--- src/verilog/mtpc_pkg.sv ---
// Shared constants for machine trap pending and cause bookkeeping
package mtpc_pkg;

    // Register and field widths
    localparam int XLEN = 64;
    localparam int CODE_W = 10;
    localparam int PEND_W = 12;

    // Bit positions in the pending status register
    localparam int POS_SUP_SOFT = 1;
    localparam int POS_MACH_SOFT = 3;
    localparam int POS_SUP_TIMER = 5;
    localparam int POS_MACH_TIMER = 7;
    localparam int POS_SUP_EXT = 9;
    localparam int POS_MACH_EXT = 11;

    // Interrupt flag position in the trap cause register
    localparam int POS_INT_FLAG = 63;

    // Software-writable pending bits (supervisor soft, timer, external)
    localparam logic [XLEN-1:0] PEND_SW_MASK = 64'h0000_0000_0000_0222;

    // Reset values
    localparam logic [PEND_W-1:0] PEND_RESET = 12'h000;
    localparam logic [CODE_W-1:0] CAUSE_CODE_RESET = 10'h000;
    localparam logic CAUSE_FLAG_RESET = 1'b0;

    // Synchronous exception codes
    localparam logic [CODE_W-1:0] EXC_INSTR_MISALIGN = 10'h000;
    localparam logic [CODE_W-1:0] EXC_INSTR_FAULT = 10'h001;
    localparam logic [CODE_W-1:0] EXC_ILLEGAL = 10'h002;
    localparam logic [CODE_W-1:0] EXC_BREAKPOINT = 10'h003;
    localparam logic [CODE_W-1:0] EXC_LOAD_MISALIGN = 10'h004;
    localparam logic [CODE_W-1:0] EXC_LOAD_FAULT = 10'h005;
    localparam logic [CODE_W-1:0] EXC_STORE_MISALIGN = 10'h006;
    localparam logic [CODE_W-1:0] EXC_STORE_FAULT = 10'h007;
    localparam logic [CODE_W-1:0] EXC_ECALL_USER = 10'h008;
    localparam logic [CODE_W-1:0] EXC_ECALL_SUP = 10'h009;
    localparam logic [CODE_W-1:0] EXC_ECALL_MACH = 10'h00b;
    localparam logic [CODE_W-1:0] EXC_INSTR_PAGE = 10'h00c;
    localparam logic [CODE_W-1:0] EXC_LOAD_PAGE = 10'h00d;
    localparam logic [CODE_W-1:0] EXC_STORE_PAGE = 10'h00f;

    // Privilege mode encoding of the hart
    localparam logic [1:0] PRIV_USER = 2'h0;
    localparam logic [1:0] PRIV_SUP = 2'h1;
    localparam logic [1:0] PRIV_MACH = 2'h3;

    // Input synchroniser depth
    localparam int SYNC_STAGES = 3;

    // Trap source chosen in a cycle, one-hot
    typedef enum logic [2:0] {
        TRAP_NONE = 3'b001,
        TRAP_EXC = 3'b010,
        TRAP_INT = 3'b100
    } mtpc_trap_t;

endpackage

--- src/verilog/mtpc_sync.sv ---
`timescale 1ns/1ns
// Three-stage level synchroniser with agreement filter
module mtpc_sync
    import mtpc_pkg::*;
#(
    parameter int STAGES = SYNC_STAGES
) (
    input wire logic clk,
    input wire logic rstn,
    input wire logic din,
    output logic dout
);

    // Shift chain, stage 0 is read only by stage 1
    logic [STAGES-1:0] chain_r;
    logic [STAGES-1:0] chain_nxt;
    // Filtered level
    logic dout_r;
    logic dout_nxt;

    // Next values: shift, update output once the last two agree
    always_comb begin
        chain_nxt = {chain_r[STAGES-2:0], din};
        dout_nxt = dout_r;
        if (chain_r[STAGES-1] == chain_r[STAGES-2]) begin
            dout_nxt = chain_r[STAGES-1];
        end
    end

    // Registers only
    always_ff @(posedge clk or negedge rstn) begin
        if (!rstn) begin
            chain_r <= '0;
            dout_r <= 1'b0;
        end else begin
            chain_r <= chain_nxt;
            dout_r <= dout_nxt;
        end
    end

    assign dout = dout_r;

endmodule // mtpc_sync

--- src/verilog/mtpc_trap.sv ---
`timescale 1ns/1ns
// Functional notes
// - Pending register shows each awaiting interrupt
// - Bit 1 supervisor software pending, read/write
// - Bit 5 supervisor timer pending, read/write
// - Bit 9 supervisor external pending, read/write
// - Bit 3 machine software pending, read-only
// - Bit 7 machine timer pending, read-only
// - Bit 11 machine external pending, read-only
// - Unused pending bits ignore writes
// - Machine trap loads cause register
// - Interrupt trap sets top cause bit
// - Interrupt code equals pending bit position
// - Exception trap clears top cause bit
// - Ten-bit code field, legal values only
// - Bit 63 flags interrupt origin
// - Environment calls use codes 8, 9, 11; from privilege mode 2 they give code 2
// - Other exceptions use their listed codes
// - Interrupt needs global and individual enable
// - All external sources report code 11
module mtpc_trap
    import mtpc_pkg::*;
#(
    parameter int EXT_SRC = 4
) (
    input wire logic clk,
    input wire logic rstn,
    // Machine interrupt request levels from source logic
    input wire logic mach_soft_req,
    input wire logic mach_timer_req,
    input wire logic [EXT_SRC-1:0] mach_ext_req,
    // Enables kept elsewhere in the core
    input wire logic glob_ie,
    input wire logic [PEND_W-1:0] int_enable,
    // Interrupt offer to the pipeline
    output logic int_pending,
    output logic [CODE_W-1:0] int_code,
    input wire logic int_take,
    // Synchronous exception report from the pipeline
    input wire logic exc_valid,
    input wire logic [CODE_W-1:0] exc_code,
    input wire logic ecall_valid,
    input wire logic [1:0] priv_mode,
    output logic exc_reject,
    output logic trap_loaded,
    // Pending status register access
    input wire logic pend_we,
    input wire logic [XLEN-1:0] pend_wdata,
    output logic [XLEN-1:0] pend_rdata,
    // Trap cause register access
    input wire logic cause_we,
    input wire logic [XLEN-1:0] cause_wdata,
    output logic [XLEN-1:0] cause_rdata
);

    // Synchronised machine request levels
    logic msoft_s;
    logic mtimer_s;
    logic mext_s;
    // Raw lines before synchronising; externals are merged first
    logic [2:0] raw_req;
    logic [2:0] sync_req;

    // Supervisor pending bits, software owned
    logic sup_soft_pending_r;
    logic sup_soft_pending_nxt;
    logic sup_timer_pending_r;
    logic sup_timer_pending_nxt;
    logic sup_ext_pending_r;
    logic sup_ext_pending_nxt;

    // Pending image, low bits only
    logic [PEND_W-1:0] pend_vec;
    // Pending and enabled
    logic [PEND_W-1:0] armed_vec;

    // Registered interrupt offer
    logic int_pending_r;
    logic int_pending_nxt;
    logic [CODE_W-1:0] int_code_r;
    logic [CODE_W-1:0] int_code_nxt;

    // Trap cause storage
    logic cause_flag_r;
    logic cause_flag_nxt;
    logic [CODE_W-1:0] cause_code_r;
    logic [CODE_W-1:0] cause_code_nxt;

    // Strobes, registered
    logic exc_reject_r;
    logic exc_reject_nxt;
    logic trap_loaded_r;
    logic trap_loaded_nxt;

    // Trap arbitration
    mtpc_trap_t trap_sel;
    logic [CODE_W-1:0] exc_eff_code;
    logic exc_eff_valid;
    logic exc_eff_legal;
    logic sw_cause_legal;

    // Legal code test for the cause field
    function automatic logic code_legal(input logic flag, input logic [CODE_W-1:0] code);
        logic ok;
        ok = 1'b0;
        if (flag) begin
            // Only implemented interrupt numbers
            case (code)
                10'h001, 10'h003, 10'h005, 10'h007, 10'h009, 10'h00b: ok = 1'b1;
                default: ok = 1'b0;
            endcase
        end else begin
            // Codes 10, 14 and 16 upward are reserved
            case (code)
                EXC_INSTR_MISALIGN, EXC_INSTR_FAULT, EXC_ILLEGAL, EXC_BREAKPOINT,
                EXC_LOAD_MISALIGN, EXC_LOAD_FAULT, EXC_STORE_MISALIGN, EXC_STORE_FAULT,
                EXC_ECALL_USER, EXC_ECALL_SUP, EXC_ECALL_MACH, EXC_INSTR_PAGE,
                EXC_LOAD_PAGE, EXC_STORE_PAGE: ok = 1'b1;
                default: ok = 1'b0;
            endcase
        end
        return ok;
    endfunction

    // Merge all external sources into one line before crossing
    assign raw_req = {|mach_ext_req, mach_timer_req, mach_soft_req};

    // One synchroniser per machine request line
    // Merging before the crossing keeps one filter for the shared code;
    // a pulse shorter than two clocks may be lost, so sources hold levels
    genvar gi;
    generate
        for (gi = 0; gi < 3; gi++) begin : g_sync
            mtpc_sync #(
                .STAGES(SYNC_STAGES)
            ) u_sync (
                .clk(clk),
                .rstn(rstn),
                .din(raw_req[gi]),
                .dout(sync_req[gi])
            );
        end
    endgenerate

    // Machine flags follow the request levels, no latch of their own
    assign msoft_s = sync_req[0];
    assign mtimer_s = sync_req[1];
    assign mext_s = sync_req[2];

    // Supervisor pending next values; only software changes them
    always_comb begin
        sup_soft_pending_nxt = sup_soft_pending_r;
        sup_timer_pending_nxt = sup_timer_pending_r;
        sup_ext_pending_nxt = sup_ext_pending_r;
        if (pend_we) begin
            // Only masked positions take the write
            sup_soft_pending_nxt = pend_wdata[POS_SUP_SOFT];
            sup_timer_pending_nxt = pend_wdata[POS_SUP_TIMER];
            sup_ext_pending_nxt = pend_wdata[POS_SUP_EXT];
        end
    end

    // Pending image; machine bits ignore pend_wdata entirely
    always_comb begin
        pend_vec = '0;
        pend_vec[POS_SUP_SOFT] = sup_soft_pending_r;
        pend_vec[POS_SUP_TIMER] = sup_timer_pending_r;
        pend_vec[POS_SUP_EXT] = sup_ext_pending_r;
        pend_vec[POS_MACH_SOFT] = msoft_s;
        pend_vec[POS_MACH_TIMER] = mtimer_s;
        pend_vec[POS_MACH_EXT] = mext_s;
    end

    // Read view: reserved positions read as zero
    // Unused positions inside pend_vec are already tied low, so no mask
    // is needed here; software must not rely on them in any case
    assign pend_rdata = {{(XLEN-PEND_W){1'b0}}, pend_vec};

    // Gate by individual enables, then by the global enable
    assign armed_vec = pend_vec & int_enable & {PEND_W{glob_ie}};

    // Interrupt offer: fixed priority, machine before supervisor
    always_comb begin
        int_pending_nxt = |armed_vec;
        int_code_nxt = CAUSE_CODE_RESET;
        // Code is the bit position of the winning source
        if (armed_vec[POS_MACH_EXT]) begin
            int_code_nxt = CODE_W'(POS_MACH_EXT);
        end else if (armed_vec[POS_MACH_SOFT]) begin
            int_code_nxt = CODE_W'(POS_MACH_SOFT);
        end else if (armed_vec[POS_MACH_TIMER]) begin
            int_code_nxt = CODE_W'(POS_MACH_TIMER);
        end else if (armed_vec[POS_SUP_EXT]) begin
            int_code_nxt = CODE_W'(POS_SUP_EXT);
        end else if (armed_vec[POS_SUP_SOFT]) begin
            int_code_nxt = CODE_W'(POS_SUP_SOFT);
        end else if (armed_vec[POS_SUP_TIMER]) begin
            int_code_nxt = CODE_W'(POS_SUP_TIMER);
        end
    end

    // Environment calls map privilege to code; else pass pipeline code
    always_comb begin
        exc_eff_valid = exc_valid | ecall_valid;
        exc_eff_code = exc_code;
        if (ecall_valid) begin
            case (priv_mode)
                PRIV_USER: exc_eff_code = EXC_ECALL_USER;
                PRIV_SUP: exc_eff_code = EXC_ECALL_SUP;
                PRIV_MACH: exc_eff_code = EXC_ECALL_MACH;
                default: exc_eff_code = EXC_ILLEGAL;
            endcase
        end
    end

    // Reserved codes never reach the cause field
    assign exc_eff_legal = code_legal(1'b0, exc_eff_code);
    assign sw_cause_legal = code_legal(cause_wdata[POS_INT_FLAG], cause_wdata[CODE_W-1:0]);

    // Exception beats interrupt: it belongs to the current instruction
    // A take that meets an exception is dropped; the offer still stands
    // afterwards, so the pipeline simply takes it on a later cycle
    always_comb begin
        if (exc_eff_valid) begin
            trap_sel = TRAP_EXC;
        end else if (int_take && int_pending_r) begin
            // A take without an offer is ignored
            trap_sel = TRAP_INT;
        end else begin
            trap_sel = TRAP_NONE;
        end
    end

    // Cause next values; trap load wins over a software write
    always_comb begin
        cause_flag_nxt = cause_flag_r;
        cause_code_nxt = cause_code_r;
        exc_reject_nxt = 1'b0;
        trap_loaded_nxt = 1'b0;
        case (trap_sel)
            TRAP_EXC: begin
                if (exc_eff_legal) begin
                    cause_flag_nxt = 1'b0;
                    cause_code_nxt = exc_eff_code;
                    trap_loaded_nxt = 1'b1;
                end else begin
                    // Keep old cause, tell the pipeline
                    exc_reject_nxt = 1'b1;
                end
            end
            TRAP_INT: begin
                cause_flag_nxt = 1'b1;
                cause_code_nxt = int_code_r;
                trap_loaded_nxt = 1'b1;
            end
            TRAP_NONE: begin
                // Software write only with a legal pair
                if (cause_we && sw_cause_legal) begin
                    cause_flag_nxt = cause_wdata[POS_INT_FLAG];
                    cause_code_nxt = cause_wdata[CODE_W-1:0];
                end
            end
            default: begin
                cause_flag_nxt = cause_flag_r;
                cause_code_nxt = cause_code_r;
            end
        endcase
    end

    // Cause read view; bits 62..10 read zero
    assign cause_rdata = {cause_flag_r, {(XLEN-CODE_W-1){1'b0}}, cause_code_r};

    // State registers
    always_ff @(posedge clk or negedge rstn) begin
        if (!rstn) begin
            sup_soft_pending_r <= PEND_RESET[POS_SUP_SOFT];
            sup_timer_pending_r <= PEND_RESET[POS_SUP_TIMER];
            sup_ext_pending_r <= PEND_RESET[POS_SUP_EXT];
            int_pending_r <= 1'b0;
            int_code_r <= CAUSE_CODE_RESET;
            cause_flag_r <= CAUSE_FLAG_RESET;
            cause_code_r <= CAUSE_CODE_RESET;
            exc_reject_r <= 1'b0;
            trap_loaded_r <= 1'b0;
        end else begin
            sup_soft_pending_r <= sup_soft_pending_nxt;
            sup_timer_pending_r <= sup_timer_pending_nxt;
            sup_ext_pending_r <= sup_ext_pending_nxt;
            int_pending_r <= int_pending_nxt;
            int_code_r <= int_code_nxt;
            cause_flag_r <= cause_flag_nxt;
            cause_code_r <= cause_code_nxt;
            exc_reject_r <= exc_reject_nxt;
            trap_loaded_r <= trap_loaded_nxt;
        end
    end

    // Outputs straight from flops
    assign int_pending = int_pending_r;
    assign int_code = int_code_r;
    assign exc_reject = exc_reject_r;
    assign trap_loaded = trap_loaded_r;

endmodule // mtpc_trap
--- config.mk ---
export PLATFORM = sky130hd
export DESIGN_NAME = mtpc_trap
export DESIGN_NICKNAME = d
export VERILOG_FILES = /design/src/verilog/mtpc_pkg.sv /design/src/verilog/mtpc_sync.sv /design/src/verilog/mtpc_trap.sv
export SDC_FILE = /design/constraint.sdc
export NUM_CORES = 1
export LEC_CHECK = 0
export BUFFER_PORTS_ARGS = -buffer_cell sky130_fd_sc_hd__buf_2
export CAP_MARGIN = 0
export CORE_AREA = 3 3 119 121
export DETAILED_ROUTE_END_ITERATION = 8
export DIE_AREA = 0 0 122 124
export PLACE_DENSITY_LB_ADDON = 0.25
export SYNTH_ARGS = -nofsm -noshare
export SYNTH_HDL_FRONTEND = slang
export SYNTH_HIERARCHICAL = 1
export SYNTH_SLANG_ARGS = --single-unit
--- constraint.sdc ---
create_clock -name clk -period 1.5 [get_ports clk]
set_input_delay 0.3 -clock clk [delete_from_list [all_inputs] [get_ports clk]]
set_output_delay 0.3 -clock clk [all_outputs]
set_load 0.005 [all_outputs]
-- Word level (Yosys, flattened, before mapping)
Memories as Yosys holds them, arrays and structs flattened.
Cells that the tools add are included.
W data, S select, Z words.
- register bits: 39
- bits in latches: 0
- RAM bits: 0
- ROM bits: 32
- bits of input ports: 166
- memories kept: 2
- memories (memory ; words ; width ; read ports ; clocked after Yosys merged registers in ; wr ports ; RTL line ; RTL):
    (name not given) ; 16 ; 1 ; 1 ; 0 ; 0 ; mtpc_trap.sv:114 ; case (code)
    (name not given) ; 16 ; 1 ; 1 ; 0 ; 0 ; mtpc_trap.sv:114 ;
- add/subtract/negate cells: 0
- $mul: 0
- divide/modulo/power cells: 0
- magnitude comparators: 0
- eq/ne operators: 16
- shift operators: 0
- multiplexer cells: 24
- bitwise logic cells: 3
- reductions and logical operators: 10
- operators with widths (kind ; number):
    $mux W10 ; 3
    $pmux W10 S3 ; 1
    $and A12 B12 Y12 ; 2
    $eq A10 B3 Y1 const B ; 2
    $eq A10 B4 Y1 const B ; 2
    $mux W4 ; 4
    $logic_not A6 Y1 ; 2
    $mux W3 ; 4
    $pmux W4 S3 ; 1
    $reduce_or A12 Y1 ; 1
    $eq A10 B1 Y1 const B ; 1
    $eq A10 B2 Y1 const B ; 1
    $mux W1 ; 9
    $reduce_or A6 Y1 ; 1
    $ne A2 B2 Y1 const B ; 2
    $reduce_or A4 Y1 ; 1
    $eq A1 B1 Y1 ; 3
    $eq A3 B1 Y1 const B ; 1
    $eq A3 B2 Y1 const B ; 1
    $eq A3 B3 Y1 const B ; 1
    $pmux W1 S3 ; 1
    $reduce_and A3 Y1 ; 1
    $reduce_bool A3 Y1 ; 1
    $eq A2 B1 Y1 const B ; 1
    5 further kinds ; 6

-- Logic depth before layout (Yosys ltp)
Gate-level depths: netlist of run 1.
- depth in word-level cells: 8
- depth in mapped cells: 5
- depth with buffers taken out: 5

-- Hierarchy
Netlist of run 1, hierarchy kept.
- modules (own cells, without submodules) (module ; times used ; cells each ; area each (µm²) ; seq. area each (µm²)):
    mtpc_trap ; 1 ; 210 ; 1911.8 ; 525.5
    mtpc_sync ; 3 ; 5 ; 111.4 ; 100.1

-- Worst setup path before layout of run 1
No wires, ideal clock.
- path type: input to register
- from: input cause_wdata[5]
- to: register cause_code_r[0]
- library setup time: 0.125 ns
- arrival time: 1.823 ns
- path slack: -0.448 ns
- cell stages on the path: 4
- path buffers: 0
- cell sequence: or4b_1 > or3_4 > a31oi_4 > mux2_2
- longest elaborated chain between the ends: 7
- elaborated cells on any way between the ends: 14
- classes of those cells: eq/ne (7); mux (3); reduce/logical (4)
- ends and longest elaborated chain (what ; RTL line ; RTL):
    start: declaration ; mtpc_trap.sv:52 ; input wire logic [XLEN-1:0] cause_wdata,
    $eq A10 B1 Y1 (tied with other cells) ; mtpc_trap.sv:108 ; case (code)
    $reduce_or A6 Y1 ; mtpc_trap.sv:108 ;
    $mux W1 ; mtpc_trap.sv:108 ;
    $mux W1 * ; mtpc_trap.sv:106 ; if (flag) begin
    $logic_and A1 B1 Y1 * ; mtpc_trap.sv:258 ; if (cause_we && sw_cause_legal) begin
    $ne A2 B2 Y1 (no source line) * ; -- ;
    $reduce_and A3 Y1 (no source line) * ; -- ;
    end signal: assignment ; mtpc_trap.sv:292 ; cause_code_r <= cause_code_nxt;
    end: declaration ; mtpc_trap.sv:86 ; logic [CODE_W-1:0] cause_code_r;
Every way passes the cells marked *; elsewhere a longest branch is shown, timed or not.
A chain may end at the register's enable or synchronous reset.

-- Final worst setup path of run 1
Ends and elaborated chain as after synthesis.

==> results by group, run 1 <==
Placed design
  • RD Place Congestion: 0.717
  • Port Buffers: 69
  • Placed cell areas: around 2400 sq um
  • Hpwl dp: 4.10 mm

Layout
  • Fillers: ~1500
  • Final #Nets: 472
  • Multi-input logic area: 913 sq um
  • Area Overhead vs Synth: 14.3%
  • Share of layout cells above drive strength 1: 0.352
  • Design Area, Final: between 2000 and 3000 sq um
  • Fin util: 0.195
  • Reg area: between 800 and 900 sq um

Power and ir drop
  • Cell Pwr Density: between 800 and 900 nW/um^2
  • Tot Pwr: 2.30 mW
  • Int Power: 1.72 mW
  • Max VDD drop: 0.000450 V
  • Comb power frac: 0.159
  • Leak pwr: 1.40 nW
  • Sw Ratio: 0.255
  • Clk pwr share: 0.415
  • Reg power frac: 0.425
  • Net Sw Power: approximately 600 uW

Synthesis
  • Main combinational cell family by area after synthesis: buffers and inverters
  • Synth top area cells: buf_4 41%, dfrtp_1 37%, mux2_2 3.5%
  • Post-synthesis compound-gate area fraction: 0.0652
  • Most used standard cell by instance count after synthesis: buf_4
  • Flop and latch count out of synthesis: 33
  • Synth area leader: buf_4
  • Simple-Gate Fraction of Synth Area: 0.0780
  • Sequential-to-total area share from yosys stat: 0.368
  • Ys Warns: 6
  • Synth Area in Adders: 0.0150
  • Post-synthesis average cell area: roughly 10 sq um
  • Main synth FF type: dfrtp_1
  • Top post-synthesis cells by count: 124 x buf_4, 33 x dfrtp_1, 9 x nand2_1
  • Post-synth ARST share: 1.00
  • Netlist Area Pre-Place: between 2000 and 2500 sq um
  • Xor/xnor share of the synthesized area: 0
  • Multiplexer share of the synthesized area: 0.0529
  • Number of library cell types mapped by synthesis: 29
  • Synth top area share: 0.414
  • Post-synth EDFFs: 0
  • Synth Instances: approximately 230

Clock network
  • Worst-Skew Late Latency: ~270 ps
  • Clock sinks: 33
  • CTS clk-pin slew, worst paths: 50 ps
  • CTS tree: yes
  • CTS Buffer Depth: 2
  • Number of CTS-inserted buffers: 5
  • Post-CTS Setup Inserts: 0
  • Hold buffer count at cts: 0
  • CTS root buf: clkbuf_16
  • CTS H-Tree Depth: 2

Timing
  • Fin Setup TNS: -2630 ps
  • Clock Skew: between 3 and 4 ps
  • Fin crit share: 1.18
  • Max-slew violations: 0
  • Final worst slack: -269 ps
  • Finish-stage setup viols: 11
  • Minimum clock period: roughly 1800 ps
  • Hold Fails Final Rpt: 0
  • RSZ-0062 raised after global routing: yes
  • Max Fclk: ~570 MHz

Drt
  • Vias: between 1000 and 1500
  • Drt wl/cell: roughly 9.9 um
  • DR iter-0 viols: 29
  • DRC Markers: 0
  • Post-route ant nets: 0
  • Post-Route WL: around 4.8 mm
  • Drt first pass iters: 4
  • Vias per cell: just under 3

Critical path
  • Register-to-Register Path Depth: 4
  • Maximum fanout along the worst path: 5
  • Setup crit start kind: input port
  • R2r setup slk: 60 ps
  • Worst r2r src: int_pending
  • Worst EP required: 1660 ps
  • Worst Setup End Kind: flop
  • RR Endpoint: cause_code_r[0]
  • Arr. time, crit path: approximately 1900 ps
  • Crit Path Category: in -> reg

GRT
  • Vias in the first global route: approximately 1300
  • Global Route Usage Sum: 0.0583
  • Initial antenna violation count: 2
  • Maximum number of pins on one net before global-route repair: 34
  • Grt total ovfl: 0
  • First-pass GRT wire length: ~6.6 mm

Floorplanning
  • Die X: around 120 um
  • Core Rows: 42
  • Die Ht: about 120 um
  • Initial core utilization: 0.170
  • Die Footprint: 15100 sq um
  • CORE AREA: between 10000 and 15000 sq um
  • Io pins: between 300 and 400

Run status
  • Failing checks: setup timing
  • Status: finished with violations

Flow run
  • Maximum capacitance violations: 0

Hold path
  • Hold Crit Class: in -> async
==> how the worst max path moves through the flow <==
stage / startpoint / end / slack (ps)
after floorplan: cause_wdata[5] / cause_code_r[0] / -400
after global placement: cause_wdata[5] / cause_code_r[4] / -550
after detailed placement: cause_wdata[5] / cause_code_r[8] / -570
after CTS: cause_wdata[5] / cause_code_r[2] / -270
after global routing: cause_wdata[5] / cause_code_r[2] / -280
final: cause_wdata[5] / cause_code_r[0] / -270
==> power groups by stage <==
stage	logic, mW	clock network, mW	registers (mW)
finish	0.367	0.957	0.980
global route	0.429	1.04	0.988
CTS	0.367	0.994	0.981
detailed placement	0.362	0	0.995
global placement	0.360	0	0.994
floorplan	0.413	0	0.990
==> sequential cells by signal, indices dropped and copies added (netlist names) <==
signal	cells
cause_code_r	10
g_sync.u_sync/chain_r	9
int_code	4
g_sync.u_sync/dout	3
cause_flag_r	1
exc_reject	1
int_pending	1
sup_ext_pending_r	1
sup_soft_pending_r	1
sup_timer_pending_r	1
trap_loaded	1
==> routing by layer <==
layer | share of wire | GRT usage | vias up
met3 | 0.14 | 0.0313 | 8
li1 | - | - | 656
met1 | 0.38 | 0.0687 | 633
met5 | 0.0027 | 0 | -
met4 | 0.0098 | 0.0147 | 2
met2 | 0.47 | 0.0932 | 107
==> worst max-delay path, stage by stage <==
cell and delay (ps):
buf_6 90, or4b_1 510, or3_4 410, a31oi_4 250, mux2_2 360
==> metrics by stage <==
step           worst slack (ps)  hold WS (ps)  cells
6_report                   -269          48.0    485
3_5_place_dp               -574           336    475
5_1_grt                    -285          96.7    484
2_1_floorplan              -402          4.41    341
4_1_cts                    -267          64.0    483
3_3_place_gp               -554           332    475
==> timing repair <==
item | in CTS | in global routing
gates resized for setup | 2 | 0
endpoints found under the setup margin | 11 | 11
cloned | 0 | 0
==> cells in the final DEF (no fill, tap or decap), types with 2 or more instances in the layout <==
cell type and count:
diode_2 2, buf_4 12, buf_2 68, o22ai_1 3, o21ai_0 3, and2_1 2, mux2_2 7, conb_1 117
mux2i_1 4, o21a_1 2, a21boi_0 2, clkinv_2 2, a21oi_1 6, buf_6 2, clkbuf_16 5, and2b_2 6
nor2_1 2, nand3_1 3, dfrtp_1 33, maj3_2 3, nand2_1 9, inv_1 3
==> area by class of cell <==
| cell class | instances | area share |
|---|---|---|
| diodes | 2 | 0.00195 |
| multi-input cells | 181 | 0.356 |
| flip-flops and latches | 33 | 0.322 |
| well taps | 176 | 0.0858 |
| repair buffers | 82 | 0.176 |
| inverters | 3 | 0.00439 |
| clock buffers | 6 | 0.0502 |
| clock inverters | 2 | 0.00390 |
==> logic make-up (layout without fill, tap and decap cells) <==
logic type	after synthesis	after routing
AND/OR/NAND/NOR	29	29
AO/OA/AOI/OAI	21	21
buffers and inverters	127	93
other	1	119
multiplexers	11	11
adder cells (fa/ha/maj)	3	3
flip-flops	33	33
Power figures use the tool's default switching activity.
==> run 2: changes to the inputs <==
- ABC_AREA: not set -> 1
- CORE_AREA: 3 3 119 121 -> 2 2 120 122
==> results by group, run 2 <==
Synthesis
  • Post-synth EDFFs: 0 (unchanged)
  • Number of library cell types mapped by synthesis: 22 (-24%)
  • Synth area leader: buf_4
  • Xor/xnor share of the synthesized area: 0 (unchanged)
  • Main combinational cell family by area after synthesis: buffers and inverters
  • Most used standard cell by instance count after synthesis: buf_4
  • Top post-synthesis cells by count: 124 x buf_4, 45 x nand2_1, 33 x dfrtp_1
  • Post-synthesis average cell area: 8.43 sq um (-16%)
  • Flop and latch count out of synthesis: 33 (unchanged)
  • Synth top area share: 0.390 (-0.0243)
  • Netlist Area Pre-Place: 2390 sq um (+6.2%)
  • Multiplexer share of the synthesized area: 0.0142 (-0.0388)
  • Sequential-to-total area share from yosys stat: 0.346 (-0.0216)
  • Synth top area cells: buf_4 39%, dfrtp_1 35%, nand2_1 7.1%
  • Synth Instances: 283 (+26%)
  • Ys Warns: 6 (unchanged)
  • Simple-Gate Fraction of Synth Area: 0.190 (+0.112)
  • Post-synth ARST share: 1.00 (unchanged)
  • Synth Area in Adders: 0 (-0.0150)
  • Main synth FF type: dfrtp_1
  • Post-synthesis compound-gate area fraction: 0.0231 (-0.0421)

Critical path
  • Maximum fanout along the worst path: 7 (+2)
  • Crit path cell chain: nand2_1 > nand2_1 > inv_2 > nand2_1 > o211ai_1 > nand3_1 > nand2_1
  • Worst r2r src: int_pending
  • Worst EP required: 1710 ps (+50 ps)
  • Crit-path leading delay family: simple AND/OR/NAND/NOR gates
  • Crit path largest cell delay: 370 ps (-140 ps)
  • CP most frequent cell: nand2_1
  • Worst Setup End Kind: flop
  • Crit Path Category: reg -> reg
  • Arr. time, crit path: 1440 ps (-490 ps)
  • CP max stage cell: dfrtp_1
  • Worst Path Buf+Inv: 1 (unchanged)
  • Crit path from: int_pending
  • Setup crit start kind: flop

GRT
  • Maximum number of pins on one net before global-route repair: 34 (unchanged)
  • Initial antenna violation count: 0 (-2)
  • Most used routing layer: met2
  • GR Layer Usage met1: 0.0640 (-0.00469)
  • Global Route Usage Sum: 0.0580 (-0.000285)
  • Grt total ovfl: 0 (unchanged)
  • First-pass GRT wire length: 6.81 mm (+2.8%)
  • GRT met3 Usage: 0.0293 (-0.00203)
  • Vias in the first global route: 1419 (+13%)
  • GR Layer Usage met2: 0.0981 (+0.00488)

Placed design
  • Hpwl dp: 3.80 mm (-7.4%)
  • Pre-CTS WS: 22.7 ps (+596 ps)
  • RD Place Congestion: 0.702 (-2.1%)
  • Port Buffers: 69 (unchanged)

Drt
  • Post-route ant nets: 0 (unchanged)
  • Post-Route WL: 4.47 mm (-6.6%)
  • Drt wl/cell: 8.37 um (-15%)
  • Vias: 1595 (+13%)
  • Vias per cell: 2.99 (+3.0%)
  • DR iter-0 viols: 30 (+3.4%)
  • Drt first pass iters: 4 (unchanged)
  • DRC Markers: 0 (unchanged)

Layout
  • Most common cell after layout, fill and taps aside: conb_1
  • Final #Nets: 519 (+10%)
  • # diodes: 0 (-2)
  • Share of layout cells above drive strength 1: 0.280 (-0.0721)
  • Area Overhead vs Synth: 11.2%
  • Most frequent cells in the layout: 117 x conb_1, 69 x buf_2, 45 x nand2_1
  • Largest register FFs: 10 (unchanged)
  • Biggest register: cause_code_r

Timing
  • Fin Setup TNS: 0 ps (+2630 ps)
  • Final worst slack: 278 ps (+547 ps)
  • Max Fclk: 819 MHz (+45%)
  • Minimum clock period: 1220 ps (-547 ps)
  • Fin crit share: 0.814 (-0.365)
  • Max-slew violations: 0 (unchanged)
  • RSZ-0062 raised after global routing: no
  • Clock Skew: 6.92 ps (+3.71 ps)
  • Hold Fails Final Rpt: 0 (unchanged)
  • Finish-stage setup viols: 0 (-11)

Hold path
  • Hold Crit Class: in -> async

Power and ir drop
  • Cell Pwr Density: 993 nW/um^2 (+11%)
  • Leak pwr: 1.49 nW (+6.3%)
  • Max VDD drop: 0.000538 V (+20%)
  • Tot Pwr: 2.63 mW (+14%)

Clock network
  • Number of CTS-inserted buffers: 5 (unchanged)
  • CTS tree: yes
  • Worst-Skew Late Latency: 280 ps (about the same)
  • CTS H-Tree Depth: 2 (unchanged)
  • CTS root buf: clkbuf_16
  • # resized after CTS: 0 (-2)
  • CTS Buffer Depth: 2 (unchanged)
  • Clock sinks: 33 (unchanged)
  • CTS clk-pin slew, worst paths: 60 ps (about the same)
  • Post-CTS Setup Inserts: 0 (unchanged)
  • Hold buffer count at cts: 0 (unchanged)

Floorplanning
  • Die X: 122 um (unchanged)
  • Die Ht: 124 um (unchanged)
  • Initial core utilization: 0.174 (+0.00365)
  • Io pins: 307 (unchanged)
  • CORE AREA: 13700 sq um (+4.0%)
  • Die Footprint: 15100 sq um (unchanged)
  • Core Rows: 43 (+2.4%)

Run status
  • Status: completed

Flow run
  • Maximum capacitance violations: 0 (unchanged)
[run 2: changes by cell type after synthesis, moves of 6 or more]
cell and delta:
nand2_1 +36, nor2_1 +7, nand3_1 +16, inv_1 +15
nor2_2 +6, and2b_2 -6
[run 2: kinds of logic after synthesis]
family,after synthesis
buffers and inverters,145
and+or+nand+nor,91
DFF,33
AOI/OAI and AO/OA,10
muxes,3
other,1
[run 2: layout make-up]
cell class	instances	area (sq um)
timing repair buffer	71	360
clock inverter	2	37.5
multi-input combinational	221	981
fill	1519	11100
sequential	33	826
inverter	21	83.8
tap	180	225
clock buffer	6	139
[run 2: power breakdown]
part	internal, mW	switching [mW]
clock	0.828	0.385
sequential	0.962	0.0388
combinational	0.151	0.269
[run 2: worst reg2reg max path, stage by stage (launching register included)]
cell      delay (ps)
dfrtp_1          370
nand2_1          140
nand2_1           80
inv_2            160
nand2_1           70
o211ai_1         110
nand3_1          140
nand2_1           80
[run 2: layer usage]
layer	wire length (um)	vias to the layer above
met1	1680	693
li1	-	778
met4	51	0
met5	0	-
met2	2100	119
met3	635	5
[run 2: path summary, 6_finish.rpt]
check | endpoint | slack, ps | depth (start not counted)
max in group asynchronous | g_sync[2].u_sync/dout | 1140 | 2
max | cause_code_r[1] | 280 | 7
max reg2reg | cause_code_r[1] | 280 | 7
min | sup_timer_pending_r | 40 | 2
min in group clk | g_sync[1].u_sync/chain_r[0] | 120 | 1
min reg2reg | g_sync[0].u_sync/chain_r[1] | 350 | 0
[run 2: through the flow]
| step | instance area, sq um | std cells | hold WS, ps | util |
|---|---|---|---|---|
| floorplan | 2820 | 399 | 4.41 | - |
| global placement | 2480 | 526 | 333 | 0.180 |
| CTS | 2650 | 534 | 66.4 | 0.193 |
| finish | 2650 | 534 | 44.5 | 0.193 |
| global route | 2650 | 534 | 95.8 | 0.193 |
| detailed placement | 2480 | 526 | 336 | 0.180 |
